--- config.mk ---
export PLATFORM = sky130hd
export DESIGN_NAME = oscsw_top
export DESIGN_NICKNAME = d
export VERILOG_FILES = /design/src/oscsw_pkg.sv /design/src/oscsw_top.sv
export SDC_FILE = /design/constraint.sdc
export NUM_CORES = 1
export LEC_CHECK = 0
export ABC_AREA = 1
export BUFFER_PORTS_ARGS = -buffer_cell sky130_fd_sc_hd__buf_2
export CAP_MARGIN = 40
export CORE_UTILIZATION = 57
export CTS_BUF_LIST = sky130_fd_sc_hd__clkbuf_16
export DETAILED_ROUTE_END_ITERATION = 8
export PLACE_DENSITY = 0.85
export SLEW_MARGIN = 20
export SYNTH_ARGS = -nofsm -noshare
export SYNTH_HDL_FRONTEND = slang
export SYNTH_SLANG_ARGS = --single-unit
--- constraint.sdc ---
create_clock -name REF_CLK -period 2 [get_ports REF_CLK]
set_input_delay 0.1 -clock REF_CLK [delete_from_list [all_inputs] [get_ports REF_CLK]]
set_output_delay 0.1 -clock REF_CLK [all_outputs]
set_load 0.03 [all_outputs]
--- src/oscsw_pkg.sv ---
// Package: register map, field positions, reset values and codes for the oscillator control
package oscsw_pkg;
  // ----------------------------------------------------------------
  // Register byte addresses
  // ----------------------------------------------------------------
  localparam logic [7:0] OSC_CONTROL_ADDR = 8'h00;
  localparam logic [7:0] RC_TUNE_ADDR = 8'h04;
  localparam logic [7:0] RC_TUNE_TWO_ADDR = 8'h08;
  localparam logic [7:0] DITHER_SHIFT_ADDR = 8'h0C;
  localparam logic [7:0] UNLOCK_LOW_ADDR = 8'h10;
  localparam logic [7:0] UNLOCK_HIGH_ADDR = 8'h14;
  // ----------------------------------------------------------------
  // Control register field positions
  // ----------------------------------------------------------------
  localparam int ACTIVE_LSB = 12;
  localparam int REQ_LSB = 8;
  localparam int LOCK_CFG_BIT = 7;
  localparam int PLL_LOCK_BIT = 5;
  localparam int DITHER_BIT = 4;
  localparam int FAIL_BIT = 3;
  localparam int TSEQ_BIT = 2;
  localparam int SWITCH_BIT = 0;
  // Writable bits of the control register (bits 15, 11, 6, 1 unimplemented)
  localparam logic [15:0] CTRL_WMASK = 16'h07BD;
  // ----------------------------------------------------------------
  // Unlock keys and reset values
  // ----------------------------------------------------------------
  localparam logic [7:0] KEY_LOW_1 = 8'h46;
  localparam logic [7:0] KEY_LOW_2 = 8'h57;
  localparam logic [7:0] KEY_HIGH_1 = 8'h78;
  localparam logic [7:0] KEY_HIGH_2 = 8'h9A;
  localparam logic [15:0] TUNE_RESET = 16'h0000;
  localparam logic [14:0] SHIFT_RESET = 15'h0000;
  localparam logic [14:0] SHIFT_SEED = 15'h0001;
  // ----------------------------------------------------------------
  // Oscillator group codes
  // ----------------------------------------------------------------
  localparam logic [2:0] GRP_FRC = 3'h0;
  localparam logic [2:0] GRP_FRC_PLL = 3'h1;
  localparam logic [2:0] GRP_PRI = 3'h2;
  localparam logic [2:0] GRP_PRI_PLL = 3'h3;
  typedef enum logic [1:0] {KEY_IDLE, KEY_ONE, KEY_OPEN} oscsw_key_t;
endpackage : oscsw_pkg

--- src/oscsw_top.sv ---
// Oscillator switch control, fail flag, PLL lock status and fast RC trim with dither
// Function
// RL1 - Read-only active group field, 3-bit code
// RL2 - Reset forces active group to fast RC
// RL3 - Successful switch copies requested into active
// RL4 - Clock failure forces active group to fast RC
// RL5 - Writable requested group at bits 10-8
// RL6 - Lock and switching-disable refuse config changes
// RL7 - Lock bit cannot be cleared by software
// RL8 - PLL lock flag clear, set rules
// RL9 - Lock flag reads zero without PLL
// RL10 - Dither applied only while enabled
// RL11 - Fail flag set, cleared, software clearable
// RL12 - Sequencer uses base and seven sequence fields
// RL13 - Roll index n selects sequence field n
// RL14 - Switch request bit and its hardware clears
// RL15 - Tune values are two's complement
// RL16 - Fifteen-bit shift register, bit 15 zero
// RL17 - Unimplemented control bits read zero
// RL18 - Reset source from configuration bits
// RL19 - Low byte unlocked by 46h then 57h
// RL20 - High byte unlocked by 78h then 9Ah
// RL21 - Switching and monitor config decoding
// RL22 - Roll index zero uses base tune
// RL23 - Redundant switch clears request only
// RL24 - Shift register advances each dither step
//
// Our own choices: the address map and the APB register port.
`timescale 1ns/1ns
module oscsw_top (
  input wire logic REF_CLK, // System clock, 20 MHz
  input wire logic RST_B, // Synchronous reset, active low
  input wire logic PSEL, // APB select
  input wire logic PENABLE, // APB enable
  input wire logic PWRITE, // APB direction
  input wire logic [7:0] PADDR, // APB byte address
  input wire logic [31:0] PWDATA, // APB write data
  input wire logic [3:0] PSTRB, // APB byte strobes
  output logic [31:0] PRDATA, // APB read data
  output logic PREADY, // APB ready
  output logic PSLVERR, // APB error on unmapped address
  input wire logic [1:0] INIT_GROUP_CFG, // Power-on group configuration
  input wire logic [1:0] SWITCH_MONITOR_CFG, // Switching/monitor configuration
  input wire logic CLOCK_FAIL, // Monitor failure detect, async
  input wire logic PLL_LOCK_IN, // PLL lock indication, async
  input wire logic SWITCH_DONE, // Clock switch completed, async
  input wire logic DITHER_STEP, // Dither step strobe, same domain
  input wire logic [2:0] ROLL_INDEX, // Roll index from the PWM, same domain
  output logic [2:0] ACTIVE_GROUP, // Current oscillator group
  output logic [2:0] TARGET_GROUP, // Group requested for switching
  output logic SWITCH_GO, // Switch request to the clock switcher
  output logic MONITOR_EN, // Fail-safe monitor enabled
  output logic [3:0] RC_TRIM, // Fast RC trim, two's complement
  output logic [14:0] DITHER_TRIM // Pseudo-random trim perturbation
);
  import oscsw_pkg::*;

  // ----------------------------------------------------------------
  // State
  // ----------------------------------------------------------------
  logic [2:0] active_group;
  logic [2:0] requested_group;
  logic config_lock, pll_locked, dither_enable, clock_fail_flag;
  logic tune_sequencer_enable, switch_request, init_done;
  logic [15:0] rc_tune_reg, rc_tune_reg_two;
  logic [14:0] dither_shift_reg;
  logic [3:0] rc_trim_q;
  oscsw_key_t key_low, key_high;
  logic [2:0] fail_s, lock_s, done_s;
  logic fail_prev;

  // Input synchronisers, first stage read only by second
  always_ff @(posedge REF_CLK) begin
    if (!RST_B) begin
      fail_s <= 3'h0;
      lock_s <= 3'h0;
      done_s <= 3'h0;
      fail_prev <= 1'b0;
    end else begin
      fail_s <= {fail_s[1:0], CLOCK_FAIL};
      lock_s <= {lock_s[1:0], PLL_LOCK_IN};
      done_s <= {done_s[1:0], SWITCH_DONE};
      fail_prev <= fail_s[1];
    end
  end

  // ----------------------------------------------------------------
  // Decoding
  // ----------------------------------------------------------------
  wire switch_disabled = SWITCH_MONITOR_CFG[1]; // [RL21]
  wire monitor_on = (SWITCH_MONITOR_CFG == 2'b00); // [RL21]
  wire cfg_locked = config_lock & switch_disabled; // [RL6]
  wire fail_event = monitor_on & fail_s[1] & ~fail_prev;
  wire done_pulse = done_s[1] & ~done_s[2];
  wire uses_pll = (active_group == GRP_FRC_PLL) | (active_group == GRP_PRI_PLL);
  wire apb_setup = PSEL & ~PENABLE;
  wire acc = PSEL & PENABLE;
  wire wr = acc & PWRITE;
  wire hit_ctrl = (PADDR == OSC_CONTROL_ADDR);
  wire hit_tun = (PADDR == RC_TUNE_ADDR);
  wire hit_tun2 = (PADDR == RC_TUNE_TWO_ADDR);
  wire hit_shift = (PADDR == DITHER_SHIFT_ADDR);
  wire hit_ul = (PADDR == UNLOCK_LOW_ADDR);
  wire hit_uh = (PADDR == UNLOCK_HIGH_ADDR);
  wire mapped = hit_ctrl | hit_tun | hit_tun2 | hit_shift | hit_ul | hit_uh;
  // Control byte writes pass only inside the one-access key window
  wire ctl_lo_wr = wr & hit_ctrl & PSTRB[0] & (key_low == KEY_OPEN); // [RL19]
  wire ctl_hi_wr = wr & hit_ctrl & PSTRB[1] & (key_high == KEY_OPEN); // [RL20]
  // A valid switch starts when the request is newly set to a new group
  wire sw_write = ctl_lo_wr & PWDATA[SWITCH_BIT] & ~switch_request & ~switch_disabled
                  & ~cfg_locked;
  wire next_req_grp_sel = ctl_hi_wr & ~cfg_locked; // [RL6]
  wire [2:0] req_after = next_req_grp_sel ? PWDATA[REQ_LSB +: 3] : requested_group;
  wire redundant = sw_write & (req_after == active_group); // [RL23]
  wire sw_start = sw_write & ~redundant;

  // Key sequencer for one byte lane
  function automatic oscsw_key_t key_next(input oscsw_key_t cur, input logic lane_wr,
                                          input logic [7:0] d, input logic [7:0] k1,
                                          input logic [7:0] k2, input logic any_acc);
    oscsw_key_t n;
    n = cur;
    if (any_acc) begin
      if (lane_wr && d == k1 && cur != KEY_ONE) begin
        n = KEY_ONE;
      end else if (lane_wr && d == k2 && cur == KEY_ONE) begin
        n = KEY_OPEN;
      end else begin
        n = KEY_IDLE;
      end
    end
    return n;
  endfunction : key_next

  wire oscsw_key_t next_key_low = key_next(key_low, wr & hit_ul & PSTRB[0], PWDATA[7:0],
                                           KEY_LOW_1, KEY_LOW_2, acc); // [RL19]
  wire oscsw_key_t next_key_high = key_next(key_high, wr & hit_uh & PSTRB[0], PWDATA[7:0],
                                            KEY_HIGH_1, KEY_HIGH_2, acc); // [RL20]

  // ----------------------------------------------------------------
  // Control register
  // ----------------------------------------------------------------
  always_ff @(posedge REF_CLK) begin
    if (!RST_B) begin
      active_group <= GRP_FRC; // [RL2]
      requested_group <= GRP_FRC;
      config_lock <= 1'b0;
      pll_locked <= 1'b0;
      dither_enable <= 1'b0;
      clock_fail_flag <= 1'b0;
      tune_sequencer_enable <= 1'b0;
      switch_request <= 1'b0;
      init_done <= 1'b0;
      key_low <= KEY_IDLE;
      key_high <= KEY_IDLE;
    end else begin
      key_low <= next_key_low;
      key_high <= next_key_high;
      init_done <= 1'b1;
      // Configuration strap loaded after reset release
      if (!init_done) begin
        requested_group <= {1'b0, INIT_GROUP_CFG}; // [RL5] [RL18]
        active_group <= {1'b0, INIT_GROUP_CFG}; // [RL18]
      end else if (next_req_grp_sel) begin
        requested_group <= PWDATA[REQ_LSB +: 3]; // [RL5]
      end
      if (ctl_lo_wr) begin
        if (PWDATA[LOCK_CFG_BIT]) begin
          config_lock <= 1'b1; // [RL7]
        end
        dither_enable <= PWDATA[DITHER_BIT];
        tune_sequencer_enable <= PWDATA[TSEQ_BIT];
      end
      // Switch request: set by software, cleared by hardware
      if (fail_event || redundant || (switch_request && done_pulse)) begin
        switch_request <= 1'b0; // [RL14] [RL23]
      end else if (sw_start) begin
        switch_request <= 1'b1; // [RL14]
      end
      if (init_done && fail_event) begin
        active_group <= GRP_FRC; // [RL4]
      end else if (init_done && switch_request && done_pulse) begin
        active_group <= requested_group; // [RL3]
      end
      // Fail flag: set wins over software and start clears
      if (fail_event) begin
        clock_fail_flag <= 1'b1; // [RL11]
      end else if (sw_start || (ctl_lo_wr && !PWDATA[FAIL_BIT])) begin
        clock_fail_flag <= 1'b0; // [RL11]
      end
      // PLL lock flag
      if (sw_start || !lock_s[1]) begin
        pll_locked <= 1'b0; // [RL8]
      end else begin
        pll_locked <= 1'b1; // [RL8]
      end
    end
  end

  // ----------------------------------------------------------------
  // Tune and dither registers
  // ----------------------------------------------------------------
  wire tun_wr = wr & hit_tun & ~cfg_locked;
  wire tun2_wr = wr & hit_tun2 & ~cfg_locked;
  wire shift_wr = wr & hit_shift;
  wire shift_fb = dither_shift_reg[14] ^ dither_shift_reg[13];
  wire [14:0] shift_adv = (dither_shift_reg == SHIFT_RESET) ? SHIFT_SEED
                          : {dither_shift_reg[13:0], shift_fb};

  function automatic logic [15:0] lane_merge(input logic [15:0] old, input logic [31:0] d,
                                             input logic [3:0] s);
    return {s[1] ? d[15:8] : old[15:8], s[0] ? d[7:0] : old[7:0]};
  endfunction : lane_merge

  wire [15:0] shift_wval = lane_merge({1'b0, dither_shift_reg}, PWDATA, PSTRB);

  always_ff @(posedge REF_CLK) begin
    if (!RST_B) begin
      rc_tune_reg <= TUNE_RESET;
      rc_tune_reg_two <= TUNE_RESET;
      dither_shift_reg <= SHIFT_RESET;
    end else begin
      if (tun_wr) begin
        rc_tune_reg <= lane_merge(rc_tune_reg, PWDATA, PSTRB);
      end
      if (tun2_wr) begin
        rc_tune_reg_two <= lane_merge(rc_tune_reg_two, PWDATA, PSTRB);
      end
      if (shift_wr) begin
        dither_shift_reg <= shift_wval[14:0]; // [RL16]
      end else if (dither_enable && DITHER_STEP) begin
        dither_shift_reg <= shift_adv; // [RL24]
      end
    end
  end

  // ----------------------------------------------------------------
  // Trim selection
  // ----------------------------------------------------------------
  wire [31:0] tune_all = {rc_tune_reg_two, rc_tune_reg};
  wire use_seq = tune_sequencer_enable & (ROLL_INDEX != 3'h0); // [RL12] [RL22]
  wire [3:0] next_trim = use_seq ? tune_all[{ROLL_INDEX, 2'b00} +: 4]
                                 : rc_tune_reg[3:0]; // [RL13] [RL15]

  // Registered fast RC trim output
  always_ff @(posedge REF_CLK) begin
    if (!RST_B) begin
      rc_trim_q <= 4'h0;
    end else begin
      rc_trim_q <= next_trim;
    end
  end

  // ----------------------------------------------------------------
  // APB read path
  // ----------------------------------------------------------------
  wire [15:0] ctrl_read = {1'b0, active_group, 1'b0, requested_group, config_lock, 1'b0,
                           pll_locked & uses_pll, dither_enable, clock_fail_flag,
                           tune_sequencer_enable, 1'b0, switch_request}; // [RL1] [RL9] [RL17]
  wire [15:0] rd_mux = hit_ctrl ? (ctrl_read & (CTRL_WMASK | 16'h7028))
                     : hit_tun ? rc_tune_reg
                     : hit_tun2 ? rc_tune_reg_two
                     : hit_shift ? {1'b0, dither_shift_reg} // [RL16]
                     : 16'h0000;

  // Read data captured in setup, held otherwise
  always_ff @(posedge REF_CLK) begin
    if (!RST_B) begin
      PRDATA <= 32'h0000_0000;
    end else if (apb_setup && !PWRITE) begin
      PRDATA <= {16'h0000, rd_mux};
    end
  end

  assign PREADY = 1'b1;
  assign PSLVERR = acc & ~mapped;
  assign ACTIVE_GROUP = active_group;
  assign TARGET_GROUP = requested_group;
  assign SWITCH_GO = switch_request;
  assign MONITOR_EN = monitor_on;
  assign RC_TRIM = rc_trim_q;
  assign DITHER_TRIM = dither_enable ? dither_shift_reg : 15'h0000; // [RL10]

  // ----------------------------------------------------------------
  // Checks
  // ----------------------------------------------------------------
  a_lock_sticky: assert property (@(posedge REF_CLK) disable iff (!RST_B)
    config_lock |=> config_lock) else $error("lock bit cleared"); // [RL7]
  a_fail_to_frc: assert property (@(posedge REF_CLK) disable iff (!RST_B)
    init_done && fail_event |=> active_group == GRP_FRC && !switch_request
    && clock_fail_flag) else $error("fail did not force fast RC"); // [RL4]
  a_switch_copy: assert property (@(posedge REF_CLK) disable iff (!RST_B)
    init_done && !fail_event && switch_request && done_pulse
    |=> active_group == $past(requested_group) && !switch_request)
    else $error("switch completion wrong"); // [RL3]
  a_redundant_keep: assert property (@(posedge REF_CLK) disable iff (!RST_B)
    redundant && !fail_event |=> !switch_request && $stable(active_group))
    else $error("redundant switch misbehaved"); // [RL23]
  a_locked_ro: assert property (@(posedge REF_CLK) disable iff (!RST_B)
    init_done && cfg_locked |=> $stable(requested_group))
    else $error("locked config changed"); // [RL6]
  a_pll_zero: assert property (@(posedge REF_CLK) disable iff (!RST_B)
    !uses_pll |-> ctrl_read[PLL_LOCK_BIT] == 1'b0)
    else $error("lock flag without pll"); // [RL9]
  a_no_dither: assert property (@(posedge REF_CLK) disable iff (!RST_B)
    !dither_enable |-> DITHER_TRIM == 15'h0000) else $error("dither while off"); // [RL10]
  a_roll_select: assert property (@(posedge REF_CLK) disable iff (!RST_B)
    !tune_sequencer_enable || ROLL_INDEX == 3'h0 |=> RC_TRIM == $past(rc_tune_reg[3:0]))
    else $error("base trim not used"); // [RL12]
  a_key_window: assert property (@(posedge REF_CLK) disable iff (!RST_B)
    key_low == KEY_OPEN && acc |=> key_low != KEY_OPEN)
    else $error("unlock window too long"); // [RL19]

  // ----------------------------------------------------------------
  // Field update checks
  // ----------------------------------------------------------------
  // Requested group follows a keyed high byte write
  a_req_write: assert property (@(posedge REF_CLK) disable iff (!RST_B) // [RL5]
    init_done && next_req_grp_sel |=> requested_group == $past(PWDATA[REQ_LSB +: 3]))
    else $error("requested group not written");
  // Strap loads the groups right after reset release
  a_group_strap: assert property (@(posedge REF_CLK) disable iff (!RST_B) // [RL18]
    !init_done |=> active_group == {1'b0, $past(INIT_GROUP_CFG)})
    else $error("strap group not loaded");
  // Switch start drops the lock flag
  a_pll_clear: assert property (@(posedge REF_CLK) disable iff (!RST_B) // [RL8]
    sw_start |=> !pll_locked)
    else $error("lock flag kept on start");
  // Switch start clears the fail flag unless a failure arrives
  a_fail_clear: assert property (@(posedge REF_CLK) disable iff (!RST_B) // [RL11]
    sw_start && !fail_event |=> !clock_fail_flag)
    else $error("fail flag kept on start");
  // Valid switch start raises the request
  a_switch_set: assert property (@(posedge REF_CLK) disable iff (!RST_B) // [RL14]
    sw_start && !fail_event |=> switch_request)
    else $error("request not raised");
  // Switching disabled never raises a request
  a_no_start_off: assert property (@(posedge REF_CLK) disable iff (!RST_B) // [RL21]
    switch_disabled && !switch_request |=> !switch_request)
    else $error("request while switching off");
  // Monitor is off whenever switching is disabled
  a_monitor_cfg: assert property (@(posedge REF_CLK) disable iff (!RST_B) // [RL21]
    SWITCH_MONITOR_CFG[1] |-> !MONITOR_EN)
    else $error("monitor on while disabled");

  // ----------------------------------------------------------------
  // Trim, dither and key checks
  // ----------------------------------------------------------------
  // Roll index seven picks the top sequence field
  a_seq_pick: assert property (@(posedge REF_CLK) disable iff (!RST_B) // [RL13]
    tune_sequencer_enable && ROLL_INDEX == 3'h7 |=> RC_TRIM == $past(rc_tune_reg_two[15:12]))
    else $error("sequence field not used");
  // One dither step from a value of one gives two
  a_shift_step: assert property (@(posedge REF_CLK) disable iff (!RST_B) // [RL24]
    dither_enable && DITHER_STEP && !shift_wr && dither_shift_reg == 15'h0001
    |=> dither_shift_reg == 15'h0002)
    else $error("shift register did not step");
  // Dither output follows the shift register while enabled
  a_dither_follow: assert property (@(posedge REF_CLK) disable iff (!RST_B) // [RL10]
    dither_enable |-> DITHER_TRIM == dither_shift_reg)
    else $error("dither trim wrong");
  // Shift register reads back with its top bit clear
  a_shift_msb: assert property (@(posedge REF_CLK) disable iff (!RST_B) // [RL16]
    apb_setup && !PWRITE && hit_shift |=> PRDATA[31:15] == 17'h00000)
    else $error("shift top bit set");
  // High byte window lasts a single access
  a_high_window: assert property (@(posedge REF_CLK) disable iff (!RST_B) // [RL20]
    key_high == KEY_OPEN && acc |=> key_high != KEY_OPEN)
    else $error("high unlock window too long");

  // ----------------------------------------------------------------
  // Scenario covers
  // ----------------------------------------------------------------
  c_redundant: cover property (@(posedge REF_CLK) disable iff (!RST_B) redundant);
  c_locked: cover property (@(posedge REF_CLK) disable iff (!RST_B) cfg_locked);
  c_switch: cover property (@(posedge REF_CLK) disable iff (!RST_B)
    switch_request && done_pulse);
  c_fail: cover property (@(posedge REF_CLK) disable iff (!RST_B) fail_event);
  c_seq_trim: cover property (@(posedge REF_CLK) disable iff (!RST_B) use_seq);
endmodule : oscsw_top

# [Word-level counts from Yosys, hierarchy flattened]
# Cells that the tools add are included.
[totals] reg_bits=92 elab_cells=154
[classes] n_eq_ne=21 n_shift=1 mux=23 bitwise=47 n_reduce_logical=38
[ops] operator="2-to-1 mux 15 bit" count=5
[ops] operator="2-to-1 mux 16 bit" count=3
[ops] operator="variable part select 32 x 6 -> 4 bit" count=1
[ops] operator="bitwise AND 1 bit" count=31
[ops] operator="equality test 8 x 7 -> 1 bit (second input constant)" count=3
[ops] operator="equality test 8 x 4 -> 1 bit (second input constant)" count=2
[ops] operator="equality test 8 x 5 -> 1 bit (second input constant)" count=2
[ops] operator="AND reduction 2 bit" count=8
[ops] operator="logical AND 1 bit" count=15
[ops] operator="zero test 15 bit" count=1
[ops] operator="2-to-1 mux 2 bit" count=5
[ops] operator="2-to-1 mux 3 bit" count=3
[ops] operator="inverter 1 bit" count=9
[ops] operator="equality test 8 x 3 -> 1 bit (second input constant)" count=1
[ops] operator="equality test 8 bit (second input constant)" count=1
[ops] operator="zero test 8 bit" count=1
[ops] operator="2-to-1 mux 8 bit" count=1
[ops] operator="2-to-1 mux 7 bit" count=1
[ops] operator="inequality test 2 x 1 -> 1 bit (second input constant)" count=3
[ops] operator="OR 1 bit" count=6
[ops] operator="equality test 2 x 1 -> 1 bit (second input constant)" count=2
[ops] operator="equality test 2 bit (second input constant)" count=2
[ops] operator="logical OR 1 bit" count=4
[ops] operator="2-to-1 mux 1 bit" count=4
[ops] operator="11 further kinds" count=16

# [Logic depth before layout (Yosys ltp)]
[depth] depth_word=15 mapped_depth=12

# [Least setup slack after synthesis]
# No wires, ideal clock.
[synth_timing] path_kind="reg2reg" from="reg config_lock" to="reg clock_fail_flag" t_arrival_ns=1.217 path_slack_ns=0.669 path_stages_with_launch=13 n_path_buf=0 synth_period_minus_slack_ns=1.331 path_cell_list="dfxtp_1 > nand2_1 > nand2_1 > nor2_2 > nand3_2 > nand2_1 > nand2_1 > nand2_1 > nand2_1 > nand3_1 > nand2_1 > nand3_1 > nand2_1"
[synth_between] elab_chain_cells=10 elab_cells_between_ends=11 classes_between="eq/ne: 1; mux: 1; bitwise: 7; reduce/logical: 2"
[synth_rtl] item="from (decl)" line_no="oscsw_top.sv:63" source="logic config_lock, pll_locked, dither_enable, clock_fail_flag;"
[synth_rtl] item="from (signal assigned)" line_no="oscsw_top.sv:147" source="config_lock <= 1'b0;"
[synth_rtl] item="from (signal assigned)" line_no="oscsw_top.sv:169" source="config_lock <= 1'b1;"
[synth_rtl] item="bitwise AND 1 bit (*)" line_no="oscsw_top.sv:92" source="wire cfg_locked = config_lock & switch_disabled;"
[synth_rtl] item="inverter 1 bit (*)" line_no="oscsw_top.sv:111, oscsw_top.sv:112"
[synth_rtl] item="bitwise AND 1 bit" line_no="oscsw_top.sv:112" source="wire next_req_grp_sel = ctl_hi_wr & ~cfg_locked;"
[synth_rtl] item="2-to-1 mux 3 bit"
[synth_rtl] item="equality test 3 bit" line_no="oscsw_top.sv:114" source="wire redundant = sw_write & (req_after == active_group);"
[synth_rtl] item="bitwise AND 1 bit" line_no="oscsw_top.sv:114"
[synth_rtl] item="inverter 1 bit" line_no="oscsw_top.sv:115" source="wire sw_start = sw_write & ~redundant;"
[synth_rtl] item="bitwise AND 1 bit (*)" line_no="oscsw_top.sv:115"
[synth_rtl] item="logical OR 1 bit (*)" line_no="oscsw_top.sv:188" source="end else if (sw_start || (ctl_lo_wr && !PWDATA[FAIL_BIT])) begin"
[synth_rtl] item="nonzero test 2 bit (no source line) (*)"
[synth_rtl] item="to (signal assigned)" line_no="oscsw_top.sv:150" source="clock_fail_flag <= 1'b0;"
[synth_rtl] item="to (signal assigned)" line_no="oscsw_top.sv:187" source="clock_fail_flag <= 1'b1;"
[synth_rtl] item="to (signal assigned)" line_no="oscsw_top.sv:189" source="clock_fail_flag <= 1'b0;"
[synth_rtl] item="to (decl)" line_no="oscsw_top.sv:63"
# Mark *: on every way between the ends. The rest lies on a longest branch, timed or not.
# A chain may end at the register's enable or synchronous reset.

# [Worst setup path in the final report]
# Ends and elaborated chain as after synthesis.

==> flow_summary.json <==
{
  "drc": 0,
  "cp_max_fo": 6,
  "synth.most_common_cell": "nand2_1",
  "fin_skew_ps": 8.101,
  "place_worst_setup_slack_ps": 299.7,
  "ys_warn_count": 0,
  "tightest_slew_ps": 730.1,
  "antenna_found_initial": 0,
  "antenna_cells": 0,
  "ys_seq_elements": 92,
  "clock_latency_ps": 340,
  "synth_cell_type_count": 43,
  "drt_iter0_markers": 442,
  "setup_viol": 0,
  "cts.repair.resized": 0,
  "track_usage": 0.3136,
  "drive_gt1_frac": 0.1835,
  "cellInternalPower_w": 0.003163,
  "finalNetCount": 797,
  "period_share": 0.7959,
  "synthFlopType": "dfxtp_1",
  "fmaxAchievable_mhz": 628.2,
  "p_switching_w": 0.0009874,
  "initial_core_util": 0.6006,
  "synth_xor_area_frac": 0.001858,
  "slew_viol_final": 0,
  "fp-row-count": 32,
  "globalplace.congestion": 0.9668,
  "synth_top_family_by_area": "compound AO/OA/AOI/OAI gates",
  "pwr-share-comb": 0.083,
  "clk_pin_slew_ps": 70,
  "cp.arrival_ps": 1830,
  "synth_common_cells": "nand2_1 (124), inv_1 (96), dfxtp_1 (92), o21ai_0 (73), a21oi_1 (70)",
  "port_buffers": 85,
  "yosys.area.top_type": "dfxtp_1",
  "cts-root-buf": "clkbuf_16",
  "muxShareOfSynthArea": 0,
  "path_cells": "nand2_1, nand2_1, nor2_2, nand3_2, nand2_1, nand2_1, nand2_1, nand2_1, nand3_1, nand2_1, nand3_1, nand2_1",
  "clock-sinks": 92,
  "yosysTopAreaCellShare": 0.3908,
  "grt_max_degree": 71,
  "synth-compound-area-share": 0.2456,
  "post-cts-setup-buffers": 0,
  "synthSimpleGateAreaFrac": 0.2166,
  "hold_class": "in -> reg",
  "status": "finished, final reports clean",
  "power.leakage_nw": 2.402,
  "tns_ps": 0,
  "cts_tree": "built",
  "synthToLayoutAreaGrowth_pct": 16.01,
  "postRouteAntennaNets": 0,
  "die_x_um": 92.94,
  "cp_slowest_cell": "dfxtp_1",
  "cpPeakStageDelay_ps": 350,
  "swShare": 0.2379,
  "crit_top_cell": "nand2_1",
  "crit_type": "reg -> reg",
  "via_count": 4759,
  "seqPwrFrac": 0.450,
  "synth_fa_ha_area_frac": 0,
  "first_global_vias": 4366,
  "overflow": 0,
  "via_per_inst": 5.645,
  "first_pass_iters": 5,
  "ys_seq_area_frac": 0.3908,
  "core_area_um2": 7848,
  "syn_area_um2": 4713,
  "cts_buffers": 9,
  "synth_edf_count": 0,
  "synthCells": 661,
  "async_reset_ff_frac": 0,
  "rsz0062_at_grt": "false",
  "htree_levels": 3,
  "clock_path_buffers": 2,
  "power.share.clock": 0.467,
  "holdWs_ps": 47.47,
  "worstHoldStart": "INIT_GROUP_CFG[1]",
  "cp-start-kind": "register",
  "wl_um": 12940,
  "power.density_nw_per_um2": 759.0,
  "r2r-start": "config_lock",
  "period_needed_ps": 1592,
  "hold_buffers": 3,
  "wl_per_cell_um": 15.35,
  "slew_headroom": 0.5128,
  "grt_pass1_wl_um": 20970,
  "cp.required_ps": 2240,
  "die_h_um": 92.94,
  "dp_hpwl_um": 9242,
  "vdd_drop_max_mv": 0.3869,
  "setup_ws_ps": 408.3,
  "critPathCaptureType": "register",
  "ios": 121,
  "synthTopCellsByArea": "dfxtp_1 (39%), nand2_1 (9.9%), o21ai_0 (7.8%)",
  "crit_start": "config_lock",
  "avgSynthCellArea_um2": 7.131,
  "hold_viol_final": 0,
  "cap_violations": 0,
  "dieArea_um2": 8637
}
[cells in the final DEF, fill, tap and decap left out, types with 3 or more instances in the layout]
master         instances
buf_4                  9
buf_2                 85
o21ai_1                4
a31oi_1               16
nand4_1               10
a21oi_1               70
nand3_1               14
inv_1                 96
nand2_2                6
clkbuf_16              9
nand2_1              124
conb_1                17
nand3_4                4
nor4_1                 7
a221oi_1               5
dlygate4sd3_1          3
nor3_1                 7
dfxtp_1               92
nor2_1                34
o21ai_0               73
bufinv_16              3
a311oi_1               4
inv_2                  3
o311ai_0               4
o211ai_1              15
[kinds of logic after synthesis]
kind of cell	after synthesis
AOI/OAI and AO/OA	202
xor gates and xnor gates	1
other	2
DFF	92
and+or+nand+nor	216
buffers and inverters	148
[path summary, 6_finish.rpt]
path	to	slack (ps)	cells past startpoint
worst max-delay path	clock_fail_flag	410	12
worst min-delay path	TARGET_GROUP[1]	50	3
worst max register to register	clock_fail_flag	410	12
worst min register to register	fail_s[1]	420	2
[worst max-delay path, delay by kind of cell (launching register included)]
kind | cells | cell delay (ps)
simple gates | 12 | 1140
flops | 1 | 350
[final cells by class]
class,count,area [um^2]
clock buffers,9,225.2
inverters,101,385.4
repair buffers,97,523.0
well taps,102,127.6
clock inverters,6,113.9
flip-flops and latches,92,1842
multi-input cells,436,2251
fillers,672,2380
[stage by stage]
| stage | total power (W) | utilization | std cells | area, um^2 |
|---|---|---|---|---|
| after floorplan | 0.002142 | - | 676 | 4770 |
| after global placement | 0.002236 | 0.6497 | 825 | 5099 |
| after detailed placement | 0.002242 | 0.6497 | 825 | 5099 |
| after CTS | 0.004144 | 0.6967 | 843 | 5468 |
| after global routing | 0.004272 | 0.6967 | 843 | 5468 |
| final | 0.004150 | 0.6967 | 843 | 5468 |
[layer usage]
layer	vias to the layer above	GRT usage	wire, um
li1	2329	-	-
met3	54	0.05255	1042
met1	2133	0.3941	5276
met2	243	0.5104	6052
met4	0	0.1705	567
met5	-	0	0
[power by group through the flow]
stage / logic [W] / registers [W] / clock network, W
final: 0.000343 / 0.00187 / 0.00194
after global routing: 0.000373 / 0.00187 / 0.00203
after CTS: 0.000338 / 0.00187 / 0.00194
after detailed placement: 0.000332 / 0.00191 / 0
after global placement: 0.000326 / 0.00191 / 0
after floorplan: 0.000209 / 0.00193 / 0
No activity file was read; power rests on OpenSTA's default activity.
